===== src/hdl/ser_cfg_pkg.sv =====
// Purpose: Shared constants and types for the serializer configuration slave
// Assumes: 8-bit registers, 7-bit bus addresses
// Notes: Offsets, field positions, reset values and write masks live here
package ser_cfg_pkg;

  // Register offsets
  localparam logic [7:0] OFS_MAIN_CFG = 8'h00;
  localparam logic [7:0] OFS_BUS_ADDR = 8'h01;
  localparam logic [7:0] OFS_EMPH = 8'h02;

  // Values after reset or power-down
  localparam logic [7:0] RST_MAIN_CFG = 8'h00;
  localparam logic [7:0] RST_BUS_ADDR = 8'h68;
  localparam logic [7:0] RST_EMPH = 8'h00;

  // Writable bits; reserved bits without write access read zero
  localparam logic [7:0] WMASK_MAIN_CFG = 8'hEF;
  localparam logic [7:0] WMASK_BUS_ADDR = 8'hFF;
  localparam logic [7:0] WMASK_EMPH = 8'hF0;

  // Main configuration fields
  localparam int CFG_SRC_BIT = 0;
  localparam int SLEEP_BIT = 1;
  localparam int FILTER_LSB = 2;
  localparam int SWING_BIT = 5;
  localparam int LANE_BIT = 6;
  localparam logic [1:0] FILTER_ON = 2'h1;

  // Bus address control fields
  localparam int ADDR_SRC_BIT = 7;

  // Emphasis control fields
  localparam int EMPH_DIS_BIT = 4;
  localparam int EMPH_LSB = 5;
  localparam logic [2:0] EMPH_EXTERNAL = 3'h0;

  // Strap-decoded addresses
  localparam logic [6:0] STRAP_ADDR_0 = 7'h69;
  localparam logic [6:0] STRAP_ADDR_1 = 7'h6A;
  localparam logic [6:0] STRAP_ADDR_2 = 7'h6B;
  localparam logic [6:0] STRAP_ADDR_3 = 7'h6E;

  // Bits per byte on the bus
  localparam logic [3:0] BYTE_BITS = 4'h8;

  // Bus protocol states
  typedef enum logic [3:0] {
    ST_IDLE,
    ST_ADDR,
    ST_ADDR_ACK,
    ST_PTR,
    ST_PTR_ACK,
    ST_WDATA,
    ST_WDATA_ACK,
    ST_RDATA,
    ST_RACK
  } bus_state_e;

endpackage : ser_cfg_pkg


===== src/hdl/sync_if.sv =====
// Purpose: Carries a synchronised level and its edges between modules
// Assumes: Edges are one-cycle pulses in the clk domain
// Notes: Width set per instance
`timescale 1ns/1ns
interface sync_if #(parameter int W = 1);
  logic [W-1:0] level; // Filtered level
  logic [W-1:0] rise; // Level goes high next cycle
  logic [W-1:0] fall; // Level goes low next cycle
  modport src (output level, output rise, output fall);
  modport dst (input level, input rise, input fall);
endinterface : sync_if


===== src/hdl/pin_sync.sv =====
// Purpose: Three-flop synchroniser with agreement filter for pin inputs
// Assumes: Inputs are asynchronous to clk
// Notes: Level changes only once stages two and three agree
`timescale 1ns/1ns
module pin_sync #(
  parameter int W = 1,
  parameter logic [W-1:0] RST_VAL = '0
) (
  input wire logic clk,
  input wire logic sys_rst,
  input wire logic [W-1:0] pin,
  sync_if.src out
);

  logic [W-1:0] ff1_r, ff2_r, ff3_r, level_r; // Chain and filtered level
  logic [W-1:0] ff1_nxt, ff2_nxt, ff3_nxt, level_nxt; // Next values

  // Next values: shift chain, level follows when stages agree
  always_comb begin
    ff1_nxt = pin;
    ff2_nxt = ff1_r;
    ff3_nxt = ff2_r;
    level_nxt = (ff2_r & ff3_r) | (level_r & (ff2_r | ff3_r));
  end

  // Registers
  always_ff @(posedge clk) begin
    if (sys_rst) begin
      ff1_r <= RST_VAL;
      ff2_r <= RST_VAL;
      ff3_r <= RST_VAL;
      level_r <= RST_VAL;
    end else begin
      ff1_r <= ff1_nxt;
      ff2_r <= ff2_nxt;
      ff3_r <= ff3_nxt;
      level_r <= level_nxt;
    end
  end

  // Filtered level and edge pulses
  assign out.level = level_r;
  assign out.rise = ~level_r & ff2_r & ff3_r;
  assign out.fall = level_r & ~ff2_r & ~ff3_r;

endmodule : pin_sync


===== src/hdl/serializer_config_bus_slave.sv =====
// Purpose: Two-wire configuration bus slave with register bank for a link serializer
// Assumes: clk 100 MHz; bus clock from master, oversampled; no clock stretching
// Notes: Open-drain SDA as in/out/oe; sda_oe high pulls the line low
// Operation
// - Source register resets zero; 0x01 selects registers
// - Strap picks one of four addresses
// - Detect start and stop framing on bus
// - Acknowledge matching address, release on mismatch
// - Acknowledge every written data byte
// - Lines only released or driven low
// - Bit 6 selects input lane ordering
// - Bits 3:2 control the control-signal filter
// - Bit 1 sleeps, registers kept
// - Bit 0 selects pins or registers
// - Address register bit 7 selects address source
// - Register address should be a documented one
// - Emphasis bits 7:5 select level
// - Emphasis bit 4 set disables emphasis
// - Power-down input resets all registers
`timescale 1ns/1ns
module serializer_config_bus_slave (
  input wire logic clk,
  input wire logic sys_rst,
  input wire logic power_down_n,
  input wire logic scl_in,
  input wire logic sda_in,
  output logic sda_out,
  output logic sda_oe,
  input wire logic [1:0] address_strap,
  input wire logic pin_lane_order,
  input wire logic pin_swing_level,
  input wire logic pin_filter_enable,
  output logic config_from_regs,
  output logic lane_order_select,
  output logic swing_level_select,
  output logic filter_enable,
  output logic sleep_mode,
  output logic [2:0] emphasis_level,
  output logic emphasis_disable,
  output logic [6:0] own_address
);

  // Synchronised pins
  sync_if #(.W(2)) bus_s (); // Bit 1 scl, bit 0 sda
  sync_if #(.W(1)) pdn_s (); // Power-down, low active
  sync_if #(.W(5)) strap_s (); // Straps and pin settings

  pin_sync #(.W(2), .RST_VAL(2'h3)) u_bus_sync (
    .clk(clk),
    .sys_rst(sys_rst),
    .pin({scl_in, sda_in}),
    .out(bus_s)
  );

  pin_sync #(.W(1), .RST_VAL(1'h1)) u_pdn_sync (
    .clk(clk),
    .sys_rst(sys_rst),
    .pin(power_down_n),
    .out(pdn_s)
  );

  pin_sync #(.W(5), .RST_VAL(5'h00)) u_strap_sync (
    .clk(clk),
    .sys_rst(sys_rst),
    .pin({address_strap, pin_lane_order, pin_swing_level, pin_filter_enable}),
    .out(strap_s)
  );

  // Bus events
  logic scl_high; // Clock line high
  logic scl_rise; // Clock rising edge
  logic scl_fall; // Clock falling edge
  logic start_det; // Start or repeated start
  logic stop_det; // Stop
  logic clr_all; // Reset or power-down

  assign scl_high = bus_s.level[1];
  assign scl_rise = bus_s.rise[1];
  assign scl_fall = bus_s.fall[1];
  assign start_det = bus_s.fall[0] & scl_high;
  assign stop_det = bus_s.rise[0] & scl_high;
  assign clr_all = sys_rst | ~pdn_s.level[0];

  // Register bank
  logic [7:0] main_cfg_r, main_cfg_nxt; // Main configuration
  logic [7:0] bus_addr_r, bus_addr_nxt; // Bus address control
  logic [7:0] emph_r, emph_nxt; // Emphasis control

  // Protocol state
  ser_cfg_pkg::bus_state_e state_r, state_nxt; // Bus state
  logic [3:0] bit_cnt_r, bit_cnt_nxt; // Bits in current byte
  logic [7:0] shift_r, shift_nxt; // Received byte
  logic [7:0] tx_r, tx_nxt; // Byte being sent
  logic [7:0] ptr_r, ptr_nxt; // Register pointer
  logic rw_r, rw_nxt; // Read requested
  logic mack_r, mack_nxt; // Master acknowledged
  logic oe_r, oe_nxt; // Pull SDA low

  // Address decode
  logic [6:0] strap_addr; // Strap-decoded address
  logic [7:0] rd_data; // Register at pointer

  // Strap decode, four shareable addresses
  always_comb begin
    unique case (strap_s.level[4:3])
      2'h0: strap_addr = ser_cfg_pkg::STRAP_ADDR_0;
      2'h1: strap_addr = ser_cfg_pkg::STRAP_ADDR_1;
      2'h2: strap_addr = ser_cfg_pkg::STRAP_ADDR_2;
      2'h3: strap_addr = ser_cfg_pkg::STRAP_ADDR_3;
    endcase
  end

  // Address source; reserved register values used as written
  logic [6:0] addr_sel; // Active address
  assign addr_sel = bus_addr_r[ser_cfg_pkg::ADDR_SRC_BIT] ? bus_addr_r[6:0]
                  : strap_addr;

  // Read mux, unmapped offsets read zero
  always_comb begin
    unique case (ptr_r)
      ser_cfg_pkg::OFS_MAIN_CFG: rd_data = main_cfg_r;
      ser_cfg_pkg::OFS_BUS_ADDR: rd_data = bus_addr_r;
      ser_cfg_pkg::OFS_EMPH: rd_data = emph_r;
      default: rd_data = 8'h00;
    endcase
  end

  // Protocol and register next values
  always_comb begin
    state_nxt = state_r;
    bit_cnt_nxt = bit_cnt_r;
    shift_nxt = shift_r;
    tx_nxt = tx_r;
    ptr_nxt = ptr_r;
    rw_nxt = rw_r;
    mack_nxt = mack_r;
    oe_nxt = oe_r;
    main_cfg_nxt = main_cfg_r;
    bus_addr_nxt = bus_addr_r;
    emph_nxt = emph_r;
    if (start_det) begin
      // Start or repeated start: expect address, pointer kept
      state_nxt = ser_cfg_pkg::ST_ADDR;
      bit_cnt_nxt = 4'h0;
      oe_nxt = 1'b0;
    end else if (stop_det) begin
      // Stop ends any transfer
      state_nxt = ser_cfg_pkg::ST_IDLE;
      oe_nxt = 1'b0;
    end else if (scl_rise) begin
      // Sample on rising clock
      unique case (state_r)
        ser_cfg_pkg::ST_ADDR, ser_cfg_pkg::ST_PTR, ser_cfg_pkg::ST_WDATA: begin
          shift_nxt = {shift_r[6:0], bus_s.level[0]};
          bit_cnt_nxt = bit_cnt_r + 4'h1;
        end
        ser_cfg_pkg::ST_RDATA: begin
          bit_cnt_nxt = bit_cnt_r + 4'h1;
        end
        ser_cfg_pkg::ST_RACK: begin
          mack_nxt = ~bus_s.level[0];
        end
        default: begin
          // Idle and slave ack slots sample nothing
        end
      endcase
    end else if (scl_fall) begin
      // Change SDA on falling clock
      unique case (state_r)
        ser_cfg_pkg::ST_ADDR: begin
          if (bit_cnt_r == ser_cfg_pkg::BYTE_BITS) begin
            if (shift_r[7:1] == addr_sel) begin
              oe_nxt = 1'b1;
              rw_nxt = shift_r[0];
              state_nxt = ser_cfg_pkg::ST_ADDR_ACK;
            end else begin
              oe_nxt = 1'b0;
              state_nxt = ser_cfg_pkg::ST_IDLE;
            end
          end
        end
        ser_cfg_pkg::ST_ADDR_ACK: begin
          bit_cnt_nxt = 4'h0;
          if (rw_r) begin
            // Read from pointer, first bit out now
            tx_nxt = rd_data;
            oe_nxt = ~rd_data[7];
            ptr_nxt = ptr_r + 8'h01;
            state_nxt = ser_cfg_pkg::ST_RDATA;
          end else begin
            oe_nxt = 1'b0;
            state_nxt = ser_cfg_pkg::ST_PTR;
          end
        end
        ser_cfg_pkg::ST_PTR: begin
          if (bit_cnt_r == ser_cfg_pkg::BYTE_BITS) begin
            ptr_nxt = shift_r;
            oe_nxt = 1'b1;
            state_nxt = ser_cfg_pkg::ST_PTR_ACK;
          end
        end
        ser_cfg_pkg::ST_PTR_ACK, ser_cfg_pkg::ST_WDATA_ACK: begin
          oe_nxt = 1'b0;
          bit_cnt_nxt = 4'h0;
          state_nxt = ser_cfg_pkg::ST_WDATA;
        end
        ser_cfg_pkg::ST_WDATA: begin
          if (bit_cnt_r == ser_cfg_pkg::BYTE_BITS) begin
            // Commit byte, writable bits only
            unique case (ptr_r)
              ser_cfg_pkg::OFS_MAIN_CFG:
                main_cfg_nxt = shift_r & ser_cfg_pkg::WMASK_MAIN_CFG;
              ser_cfg_pkg::OFS_BUS_ADDR:
                bus_addr_nxt = shift_r & ser_cfg_pkg::WMASK_BUS_ADDR;
              ser_cfg_pkg::OFS_EMPH:
                emph_nxt = shift_r & ser_cfg_pkg::WMASK_EMPH;
              default: begin
                // Unmapped offset, byte dropped but acknowledged
              end
            endcase
            ptr_nxt = ptr_r + 8'h01;
            oe_nxt = 1'b1;
            state_nxt = ser_cfg_pkg::ST_WDATA_ACK;
          end
        end
        ser_cfg_pkg::ST_RDATA: begin
          if (bit_cnt_r == ser_cfg_pkg::BYTE_BITS) begin
            // Release for the master's ack bit
            oe_nxt = 1'b0;
            state_nxt = ser_cfg_pkg::ST_RACK;
          end else begin
            tx_nxt = {tx_r[6:0], 1'b0};
            oe_nxt = ~tx_r[6];
          end
        end
        ser_cfg_pkg::ST_RACK: begin
          if (mack_r) begin
            // Master wants another byte
            tx_nxt = rd_data;
            oe_nxt = ~rd_data[7];
            ptr_nxt = ptr_r + 8'h01;
            bit_cnt_nxt = 4'h0;
            state_nxt = ser_cfg_pkg::ST_RDATA;
          end else begin
            // Nack: wait for stop
            oe_nxt = 1'b0;
            state_nxt = ser_cfg_pkg::ST_IDLE;
          end
        end
        default: begin
          // Idle ignores clock edges
        end
      endcase
    end
  end

  // Protocol and register flops; power-down clears, sleep keeps
  always_ff @(posedge clk) begin
    if (clr_all) begin
      state_r <= ser_cfg_pkg::ST_IDLE;
      bit_cnt_r <= 4'h0;
      shift_r <= 8'h00;
      tx_r <= 8'h00;
      ptr_r <= 8'h00;
      rw_r <= 1'b0;
      mack_r <= 1'b0;
      oe_r <= 1'b0;
      main_cfg_r <= ser_cfg_pkg::RST_MAIN_CFG;
      bus_addr_r <= ser_cfg_pkg::RST_BUS_ADDR;
      emph_r <= ser_cfg_pkg::RST_EMPH;
    end else begin
      state_r <= state_nxt;
      bit_cnt_r <= bit_cnt_nxt;
      shift_r <= shift_nxt;
      tx_r <= tx_nxt;
      ptr_r <= ptr_nxt;
      rw_r <= rw_nxt;
      mack_r <= mack_nxt;
      oe_r <= oe_nxt;
      main_cfg_r <= main_cfg_nxt;
      bus_addr_r <= bus_addr_nxt;
      emph_r <= emph_nxt;
    end
  end

  // Effective configuration outputs
  logic src_r, src_nxt; // Registers in control
  logic lane_r, lane_nxt; // Lane ordering
  logic swing_r, swing_nxt; // Output swing
  logic filt_r, filt_nxt; // Control filter
  logic sleep_r, sleep_nxt; // Sleep
  logic [2:0] emph_lvl_r, emph_lvl_nxt; // Emphasis level
  logic emph_dis_r, emph_dis_nxt; // Emphasis off

  // Pin or register source for lane, swing and filter; emphasis fixed to external in pin mode; sleep always from its register bit
  always_comb begin
    src_nxt = main_cfg_r[ser_cfg_pkg::CFG_SRC_BIT];
    sleep_nxt = main_cfg_r[ser_cfg_pkg::SLEEP_BIT];
    if (src_nxt) begin
      lane_nxt = main_cfg_r[ser_cfg_pkg::LANE_BIT];
      swing_nxt = main_cfg_r[ser_cfg_pkg::SWING_BIT];
      // Reserved filter codes leave the filter off
      filt_nxt = main_cfg_r[ser_cfg_pkg::FILTER_LSB +: 2] == ser_cfg_pkg::FILTER_ON;
      emph_lvl_nxt = emph_r[ser_cfg_pkg::EMPH_LSB +: 3];
      emph_dis_nxt = emph_r[ser_cfg_pkg::EMPH_DIS_BIT];
    end else begin
      lane_nxt = strap_s.level[2];
      swing_nxt = strap_s.level[1];
      filt_nxt = strap_s.level[0];
      emph_lvl_nxt = ser_cfg_pkg::EMPH_EXTERNAL;
      emph_dis_nxt = 1'b0;
    end
  end

  // Output flops
  always_ff @(posedge clk) begin
    if (clr_all) begin
      src_r <= 1'b0;
      lane_r <= 1'b0;
      swing_r <= 1'b0;
      filt_r <= 1'b0;
      sleep_r <= 1'b0;
      emph_lvl_r <= 3'h0;
      emph_dis_r <= 1'b0;
    end else begin
      src_r <= src_nxt;
      lane_r <= lane_nxt;
      swing_r <= swing_nxt;
      filt_r <= filt_nxt;
      sleep_r <= sleep_nxt;
      emph_lvl_r <= emph_lvl_nxt;
      emph_dis_r <= emph_dis_nxt;
    end
  end

  // Open drain: never drive high
  assign sda_out = 1'b0;
  assign sda_oe = oe_r;
  assign config_from_regs = src_r;
  assign lane_order_select = lane_r;
  assign swing_level_select = swing_r;
  assign filter_enable = filt_r;
  assign sleep_mode = sleep_r;
  assign emphasis_level = emph_lvl_r;
  assign emphasis_disable = emph_dis_r;
  assign own_address = addr_sel;

endmodule : serializer_config_bus_slave


===== config.mk =====
export PLATFORM = sky130hd
export DESIGN_NAME = serializer_config_bus_slave
export DESIGN_NICKNAME = d
export VERILOG_FILES = /design/src/hdl/ser_cfg_pkg.sv /design/src/hdl/sync_if.sv /design/src/hdl/pin_sync.sv /design/src/hdl/serializer_config_bus_slave.sv
export SDC_FILE = /design/constraint.sdc
export NUM_CORES = 1
export LEC_CHECK = 0
export ABC_CLOCK_PERIOD_IN_PS = 4970
export BUFFER_PORTS_ARGS = -buffer_cell sky130_fd_sc_hd__buf_4
export CAP_MARGIN = 20
export CORE_ASPECT_RATIO = 0.7
export CORE_UTILIZATION = 30
export CTS_BUF_LIST = sky130_fd_sc_hd__clkbuf_16
export DETAILED_ROUTE_END_ITERATION = 10
export PLACE_DENSITY = 0.56
export SYNTH_ARGS = -nofsm -noshare
export SYNTH_HDL_FRONTEND = slang
export SYNTH_SLANG_ARGS = --single-unit

===== constraint.sdc =====
create_clock -name clk -period 4.97 [get_ports clk]
set_input_delay 0.2485 -clock clk [delete_from_list [all_inputs] [get_ports clk]]
set_output_delay 0.2485 -clock clk [all_outputs]
set_load 0.1 [all_outputs]

==> run_results.csv, run 1 <==
group,metric,value,unit
status,outcome,"finished clean",
finish,antenna_cells,0,
flow_run,drv_cap,0,
critical_path,critPathSlowestCell,"dfxtp_1",
detailed_routing,wire_per_inst,14.87,um
synthesis,netlist_area,4303,sq um
synthesis,ys_ff_latch,94,
detailed_routing,ant_nets,0,
synthesis,synth_top_area_cell,"dfxtp_1",
synthesis,synthFlopType,"dfxtp_1",
synthesis,yosysSeqAreaShare,43.73,%
clock_tree,cts_resized,0,
critical_path,path_class,"reg -> reg",
critical_path,crit_buf_inv,0,
synthesis,synth_edf_count,0,
sta,slew_viol_final,0,
floorplanning,die_height,102.2,um
finish,stdcell_area,4950,sq um
clock_tree,clk_latency,350,ps
sta,period_needed,2668,ps
placed_design,dpl_cell_area,4647,sq um
power_and_ir_drop,power_density,299.7,nW/um^2
detailed_routing,drt_iter0_drc,345,
synthesis,syn_inst,483,
worst_hold_path,min-delay-path-class,"in -> reg",
detailed_routing,dr.pass1.iters,5,
placed_design,dpl.hpwl,7.138,mm
floorplanning,core,13960,sq um
finish,area_growth,15.03,%
global_routing,grt_pass1_wl,17.17,mm
detailed_routing,totalWireLength,10.26,mm
synthesis,yosysWarnings,0,
floorplanning,pin_count,28,
clock_tree,post_cts_buffers,0,
clock_tree,cts_hold_buf,0,
sta,setup_viol_count_final,0,
clock_tree,cts_max_path_buffers,2,
finish,layout.nets,511,
detailed_routing,vias,3491,
sta,worst_pin_slew,910.6,ps
critical_path,start_kind,"register",
floorplanning,dieArea,14830,sq um
power_and_ir_drop,leakage,1.999,nW
global_routing,antenna_found_initial,0,
critical_path,crit_arrival,2940,ps
synthesis,yosysUniqueCellTypes,64,
clock_tree,cts_tree,"yes",
synthesis,async_flop_share,0,%
clock_tree,cts_sinks,94,
sta,timing.slew.headroom,38.82,%
synthesis,avgSynthCellArea,8.909,sq um
sta,max_freq,374.8,MHz
critical_path,cpPeakStageDelay,820,ps
sta,tns,0,ps
global_routing,grt_pass1_vias,3296,
sta,rsz0062_at_grt,"no",
placed_design,gp_congestion,0.8112,
critical_path,required,5240,ps
power_and_ir_drop,finalPower,0.001483,W
critical_path,cp_cell_sequence,"nand2b_1 -> nor3_1 -> o311ai_4 -> or3_1 -> a31oi_1",
sta,fin_hold_ws,80.09,ps
floorplanning,start_util,30.82,%
floorplanning,num_rows,36,
sta,hold_violations,0,
critical_path,critPathTopFamily,"simple AND/OR/NAND/NOR gates",
detailed_routing,drc,0,
clock_tree,cts_buffers,9,
global_routing,grt_use_total,14.84,%
clock_tree,cts.htree.levels,3,
clock_tree,clkTransAtPathRegs,70,ps
power_and_ir_drop,ir_drop,0.1417,mV
detailed_routing,vias_per_cell,5.059,
synthesis,syn_nets,499,
global_routing,grt_max_degree,44,
critical_path,endpoint_kind,"register",
clock_tree,clockRootBuffer,"clkbuf_16",
critical_path,cp_max_fo,25,
synthesis,ys_top_cells_by_area,"dfxtp_1 44%, mux2i_1 8.4%, nor2_1 4.4%, a21oi_1 3.4%, nand2_1 3.0%",
floorplanning,die_w,145.1,um
sta,finalCritPeriodShare,53.68,%
finish,drive_above_1_share,13.00,%
synthesis,synth_top_area_share,43.73,%
global_routing,grt_overflow,0,
sta,finClkSkew,8.266,ps
placed_design,port_buffers,26,
[through the flow]
stage               utilization, %  cells  setup WS [ps]
global placement             33.28    674           2403
CTS                          35.45    690           2313
floorplan                        -    483           2053
detailed placement           33.28    674           2343
finish                       35.45    690           2302
global route                 35.45    690           2103
[where the power goes]
group / internal, W / switching (W)
sequential: 0.000761 / 0.00000430
combinational: 0.0000123 / 0.0000218
clock: 0.000357 / 0.000328
total: 0.00113 / 0.000354
[cell type report]
type                            instances  area, sq um
Clock buffer                            9        225.2
Clock inverter                          7        77.57
Fill cell                            1477         9014
Inverter                                8        30.03
Multi-Input combinational cell        353         2280
Sequential cell                        94         1882
Tap cell                              190        237.7
Timing Repair Buffer                   29        217.7
[layout by cell type (no fill, tap or decap), drive strengths merged, types with 4 or more instances in the layout]
cell and instances:
o21bai 6, clkbuf 9, nand2b 11, ha 6, nand2 34, a31oi 6
nor2b 20, a22oi 5, nand3 7, nand4 8, inv 12, dfxtp 94
buf 29, or3 5, nor2 51, nor3b 6, mux2i 36, a211oi 5
o31ai 4, a21oi 29, nand3b 7, or2 11, nor3 12, o21ai 24
and3 7, and2 4
[cells in the mapped netlist (3+ instances only)]
cell type / count
dfxtp_1: 94
nor2_1: 51
mux2i_1: 36
nand2_1: 34
a21oi_1: 29
o21ai_0: 23
clkbuf_1: 20
nor2b_1: 20
nand2b_1: 11
nor3_1: 11
or2_2: 10
inv_1: 8
and3_1: 7
nand3_1: 7
nand3b_1: 7
a31oi_1: 6
ha_1: 6
nand4_1: 6
o21bai_1: 6
a211oi_1: 5
a22oi_1: 5
nor3b_1: 5
or3_1: 5
and2_1: 4
buf_2: 4
o31ai_1: 4
a21boi_0: 3
a222oi_1: 3
and3b_1: 3
nor4_1: 3
o211ai_1: 3
or4_1: 3
[worst reg2reg max path: cells and delay by family (launching register included)]
| family | cells | cell delay, ps |
|---|---|---|
| and+or+nand+nor | 3 | 1300 |
| DFF | 1 | 820 |
| AOI/OAI and AO/OA | 2 | 470 |
[logic make-up (layout without fill, tap and decap cells)]
| logic type | Yosys count | in the layout | synth area share, % |
|---|---|---|---|
| other | 1 | 1 | 0.08715 |
| buffers and inverters | 36 | 53 | 3.431 |
| adder cells (fa/ha/maj) | 6 | 6 | 1.745 |
| flip-flops | 94 | 94 | 43.73 |
| XOR/XNOR | 3 | 3 | 0.6108 |
| multiplexers | 36 | 36 | 8.375 |
| AND/OR/NAND/NOR | 202 | 202 | 26.00 |
| AO/OA/AOI/OAI | 105 | 105 | 16.02 |
[flip-flops by register name (all words and copies together), names as in the netlist, 2 cells and up]
register	cells
u_bus_sync.out.level	2
shift_r	8
emphasis_level	3
u_bus_sync.ff1_r	2
emph_r	4
tx_r	7
u_strap_sync.ff1_r	5
main_cfg_r	7
u_bus_sync.ff3_r	2
u_strap_sync.ff2_r	5
state_r	4
ptr_r	8
bit_cnt_r	4
u_strap_sync.out.level	5
bus_addr_r	8
u_bus_sync.ff2_r	2
u_strap_sync.ff3_r	5
[metal layers]
metal / vias to the layer above / share of wire, % / track usage [%]
met4: 0 / 1.1 / 4.130
li1: 1748 / - / -
met3: 10 / 5.9 / 3.973
met2: 96 / 41 / 21.60
met5: - / 0 / 0
met1: 1637 / 52 / 21.42
[worst paths after layout]
| check | start | end | slack (ps) | depth (start not counted) |
|---|---|---|---|---|
| max | state_r[3] | ptr_r[0] | 2300 | 5 |
| min | power_down_n | u_pdn_sync.ff1_r | 80 | 2 |
| max reg2reg | state_r[3] | ptr_r[0] | 2300 | 5 |
| min reg2reg | u_bus_sync.ff1_r[1] | u_bus_sync.ff2_r[1] | 410 | 1 |
Note: power is estimated with default switching activity, not from simulation.
==> inputs of run 2 (changes only) <==
Settings changed: ABC_AREA set to 1, ABC_CLOCK_PERIOD_IN_PS 4970 to 2650.
Clock period 4.97 ns to 2.65 ns, I/O delays scaled along.
==> run_results.csv, run 2 <==
group,metric,value,unit
status,outcome,"finished clean",
synthesis,synthMostInstantiatedCell,"nand2_1",
placed_design,port_buffers,26,
clock_tree,clkTransAtPathRegs,70,ps
floorplanning,dieArea,14920,sq um
power_and_ir_drop,power.internal,0.002117,W
detailed_routing,totalWireLength,10.38,mm
placed_design,dpl.hpwl,7.634,mm
synthesis,synth_top_family_by_area,"simple AND/OR/NAND/NOR gates",
power_and_ir_drop,pwr-share-clk,45.5,%
critical_path,crit_arrival,2220,ps
floorplanning,core,14010,sq um
clock_tree,cts_tree,"yes",
detailed_routing,drt_iter0_drc,215,
detailed_routing,dr.pass1.iters,5,
worst_hold_path,min-delay-path-class,"in -> reg",
global_routing,grt_use_total,14.60,%
worst_hold_path,min_to,"u_strap_sync.ff1_r[3]",
global_routing,grt_util_met3,3.850,%
clock_tree,cts_buffers,9,
critical_path,worst-r2r-cell-count,8,
critical_path,cp_max_fo,16,
critical_path,rr_endpoint,"bus_addr_r[1]",
finish,layout.nets,668,
detailed_routing,ant_nets,0,
sta,max_freq,500.8,MHz
global_routing,grt_max_degree,41,
floorplanning,pin_count,28,
sta,hold_violations,0,
power_and_ir_drop,leakage,2.220,nW
synthesis,yosys.area_share.simple,31.17,%
placed_design,gp_congestion,0.8492,
synthesis,synth_top_area_share,43.48,%
power_and_ir_drop,power_density,547.7,nW/um^2
finish,final_cells,847,
finish,final_common_cell,"nand2_1",
power_and_ir_drop,seq_power_share,51.7,%
floorplanning,die_height,102.5,um
worst_hold_path,min_path_cells,2,
sta,setup_viol_count_final,0,
global_routing,grt_pass1_vias,3516,
clock_tree,cts_sinks,94,
critical_path,path_class,"reg -> reg",
critical_path,required,2870,ps
floorplanning,num_rows,36,
global_routing,grt_overflow,0,
synthesis,yosysUniqueCellTypes,33,
flow_run,drv_cap,0,
synthesis,avgSynthCellArea,6.980,sq um
detailed_routing,wire_per_inst,12.26,um
synthesis,yosysWarnings,0,
power_and_ir_drop,swShare,23.65,%
synthesis,synth_mux_area_share,0,%
detailed_routing,vias,3914,
detailed_routing,drc,0,
clock_tree,post_cts_buffers,0,
floorplanning,die_w,145.6,um
sta,rsz0062_at_grt,"no",
synthesis,synthAdderAreaFrac,1.735,%
synthesis,synth_top_area_cell,"dfxtp_1",
synthesis,synth_xor_area_share,0.4047,%
power_and_ir_drop,combPwrFrac,2.8,%
finish,area_growth,16.94,%
clock_tree,cts.htree.levels,3,
synthesis,ys_top_cells_by_area,"dfxtp_1 43%, nand2_1 11%, inv_1 7.2%, nor2_1 6.8%, a21oi_1 6.0%",
finish,top_regs,"bus_addr_r: 8 flops, ptr_r: 8 flops, shift_r: 8 flops",
global_routing,use_met2,22.52,%
synthesis,ys_ff_latch,94,
worst_hold_path,hp-start,"sys_rst",
global_routing,grt_pass1_wl,17.15,mm
finish,drive_above_1_share,12.33,%
sta,worst_pin_slew,645.8,ps
synthesis,syn_inst,620,
synthesis,syn_nets,636,
sta,timing.slew.headroom,56.90,%
synthesis,synth_common_cells,"129 x nand2_1, 94 x dfxtp_1, 83 x inv_1",
synthesis,yosysSeqAreaShare,43.48,%
power_and_ir_drop,p_sw,0.0006556,W
sta,tns,0,ps
power_and_ir_drop,ir_drop,0.2749,mV
critical_path,start_kind,"register",
synthesis,synthFlopType,"dfxtp_1",
global_routing,grt_use_met1,19.99,%
finish,fillers,1497,
sta,period_needed,1997,ps
finish,mostFrequentLayoutCells,"129 x nand2_1, 94 x dfxtp_1, 83 x inv_1",
clock_tree,clk_latency,340,ps
clock_tree,clockRootBuffer,"clkbuf_16",
critical_path,reg2reg_slack,650,ps
clock_tree,cts_max_path_buffers,2,
global_routing,busiest_layer,"met2",
critical_path,r2r-start,"ptr_r[4]",
finish,antenna_cells,0,
synthesis,synth_edf_count,0,
global_routing,antenna_found_initial,0,
floorplanning,start_util,30.89,%
sta,slew_viol_final,0,
synthesis,async_flop_share,0,%
placed_design,dp_cells,823,
critical_path,endpoint_kind,"register",
synthesis,netlist_area,4328,sq um
detailed_routing,vias_per_cell,4.621,
synthesis,synth_compound_area_share,13.50,%
sta,finalCritPeriodShare,75.34,%
sta,finClkSkew,9.725,ps
[run 2: cell types whose count changed in the layout (fill, tap and decap cells not counted), sizes merged, moves of 11 or more]
cell    delta
a21oi     +23
inv       +82
mux2i     -36
nand2    +104
nand2b    -11
nand3     +44
nor2      +35
nor2b     -20
o21ai     +33
[run 2: worst max path at each step]
stage / startpoint / to / slack, ps / cells past startpoint
final: ptr_r[4] / bus_addr_r[1] / 650 / 8
after global routing: ptr_r[4] / bus_addr_r[4] / 430 / 8
after CTS: bit_cnt_r[0] / bus_addr_r[1] / 710 / 9
after detailed placement: bit_cnt_r[0] / emph_r[7] / 770 / 9
after global placement: bit_cnt_r[0] / bus_addr_r[1] / 850 / 9
after floorplan: bus_addr_r[7] / sda_oe / 730 / 11
[run 2: power by group through the flow]
| stage | sequential, W | clock (W) | combinational (W) |
|---|---|---|---|
| floorplan | 0.00146 | 0 | 0.0000477 |
| global placement | 0.00147 | 0 | 0.0000664 |
| detailed placement | 0.00147 | 0 | 0.0000681 |
| CTS | 0.00143 | 0.00130 | 0.0000777 |
| global route | 0.00143 | 0.00137 | 0.0000869 |
| finish | 0.00143 | 0.00126 | 0.0000773 |
[run 2: kinds of logic (layout without fill, tap and decap cells)]
family                     count (synthesis)  after routing
AOI/OAI and AO/OA                        114            114
adders and majority gates                  6              6
DFF                                       94             94
buffers and inverters                    104            141
xor gates and xnor gates                   2              2
other                                      1              1
and+or+nand+nor                          299            299
[run 2: cell type report]
| cell class | count | area [sq um] | share of cell area, % |
|---|---|---|---|
| Sequential cell | 94 | 1882 | 37.18 |
| Tap cell | 190 | 237.7 | 4.697 |
| Inverter | 89 | 334.1 | 6.601 |
| Timing Repair Buffer | 36 | 290.3 | 5.735 |
| Multi-Input combinational cell | 422 | 2029 | 40.10 |
| Clock inverter | 7 | 62.56 | 1.236 |
| Clock buffer | 9 | 225.2 | 4.450 |
[run 2: through the flow]
stage                     cell area (sq um)  hold slack, ps  util [%]  power [W]  worst slack [ps]
after floorplan                        4328           236.3         -   0.001512             732.6
after global placement                 4693           318.8     33.50   0.001532             848.2
after detailed placement               4693           320.3     33.50   0.001534             769.8
after CTS                              5061           116.6     36.13   0.002812             709.2
after global routing                   5061           132.1     36.13   0.002887             435.0
final                                  5061           120.9     36.13   0.002772             653.4
[run 2: worst max-delay path: stages (launching register included)]
cell and delay, ps:
dfxtp_1 350, inv_1 100, nand2_1 70, nor2_2 520
nand2_1 160, inv_1 150, nand2_2 190, o21ai_0 250
a21oi_1 70
[run 2: what timing repair did]
| item | CTS | global route |
|---|---|---|
| hold endpoints to repair | 8 | 0 |
| hold buffers | 8 | 0 |
| resized for setup | 0 | 0 |
[run 2: routing by layer]
metal / vias to the layer above / routed length (um)
met5: - / 0
met4: 0 / 104
met3: 11 / 484
met2: 90 / 4379
met1: 1777 / 5413
li1: 2036 / -
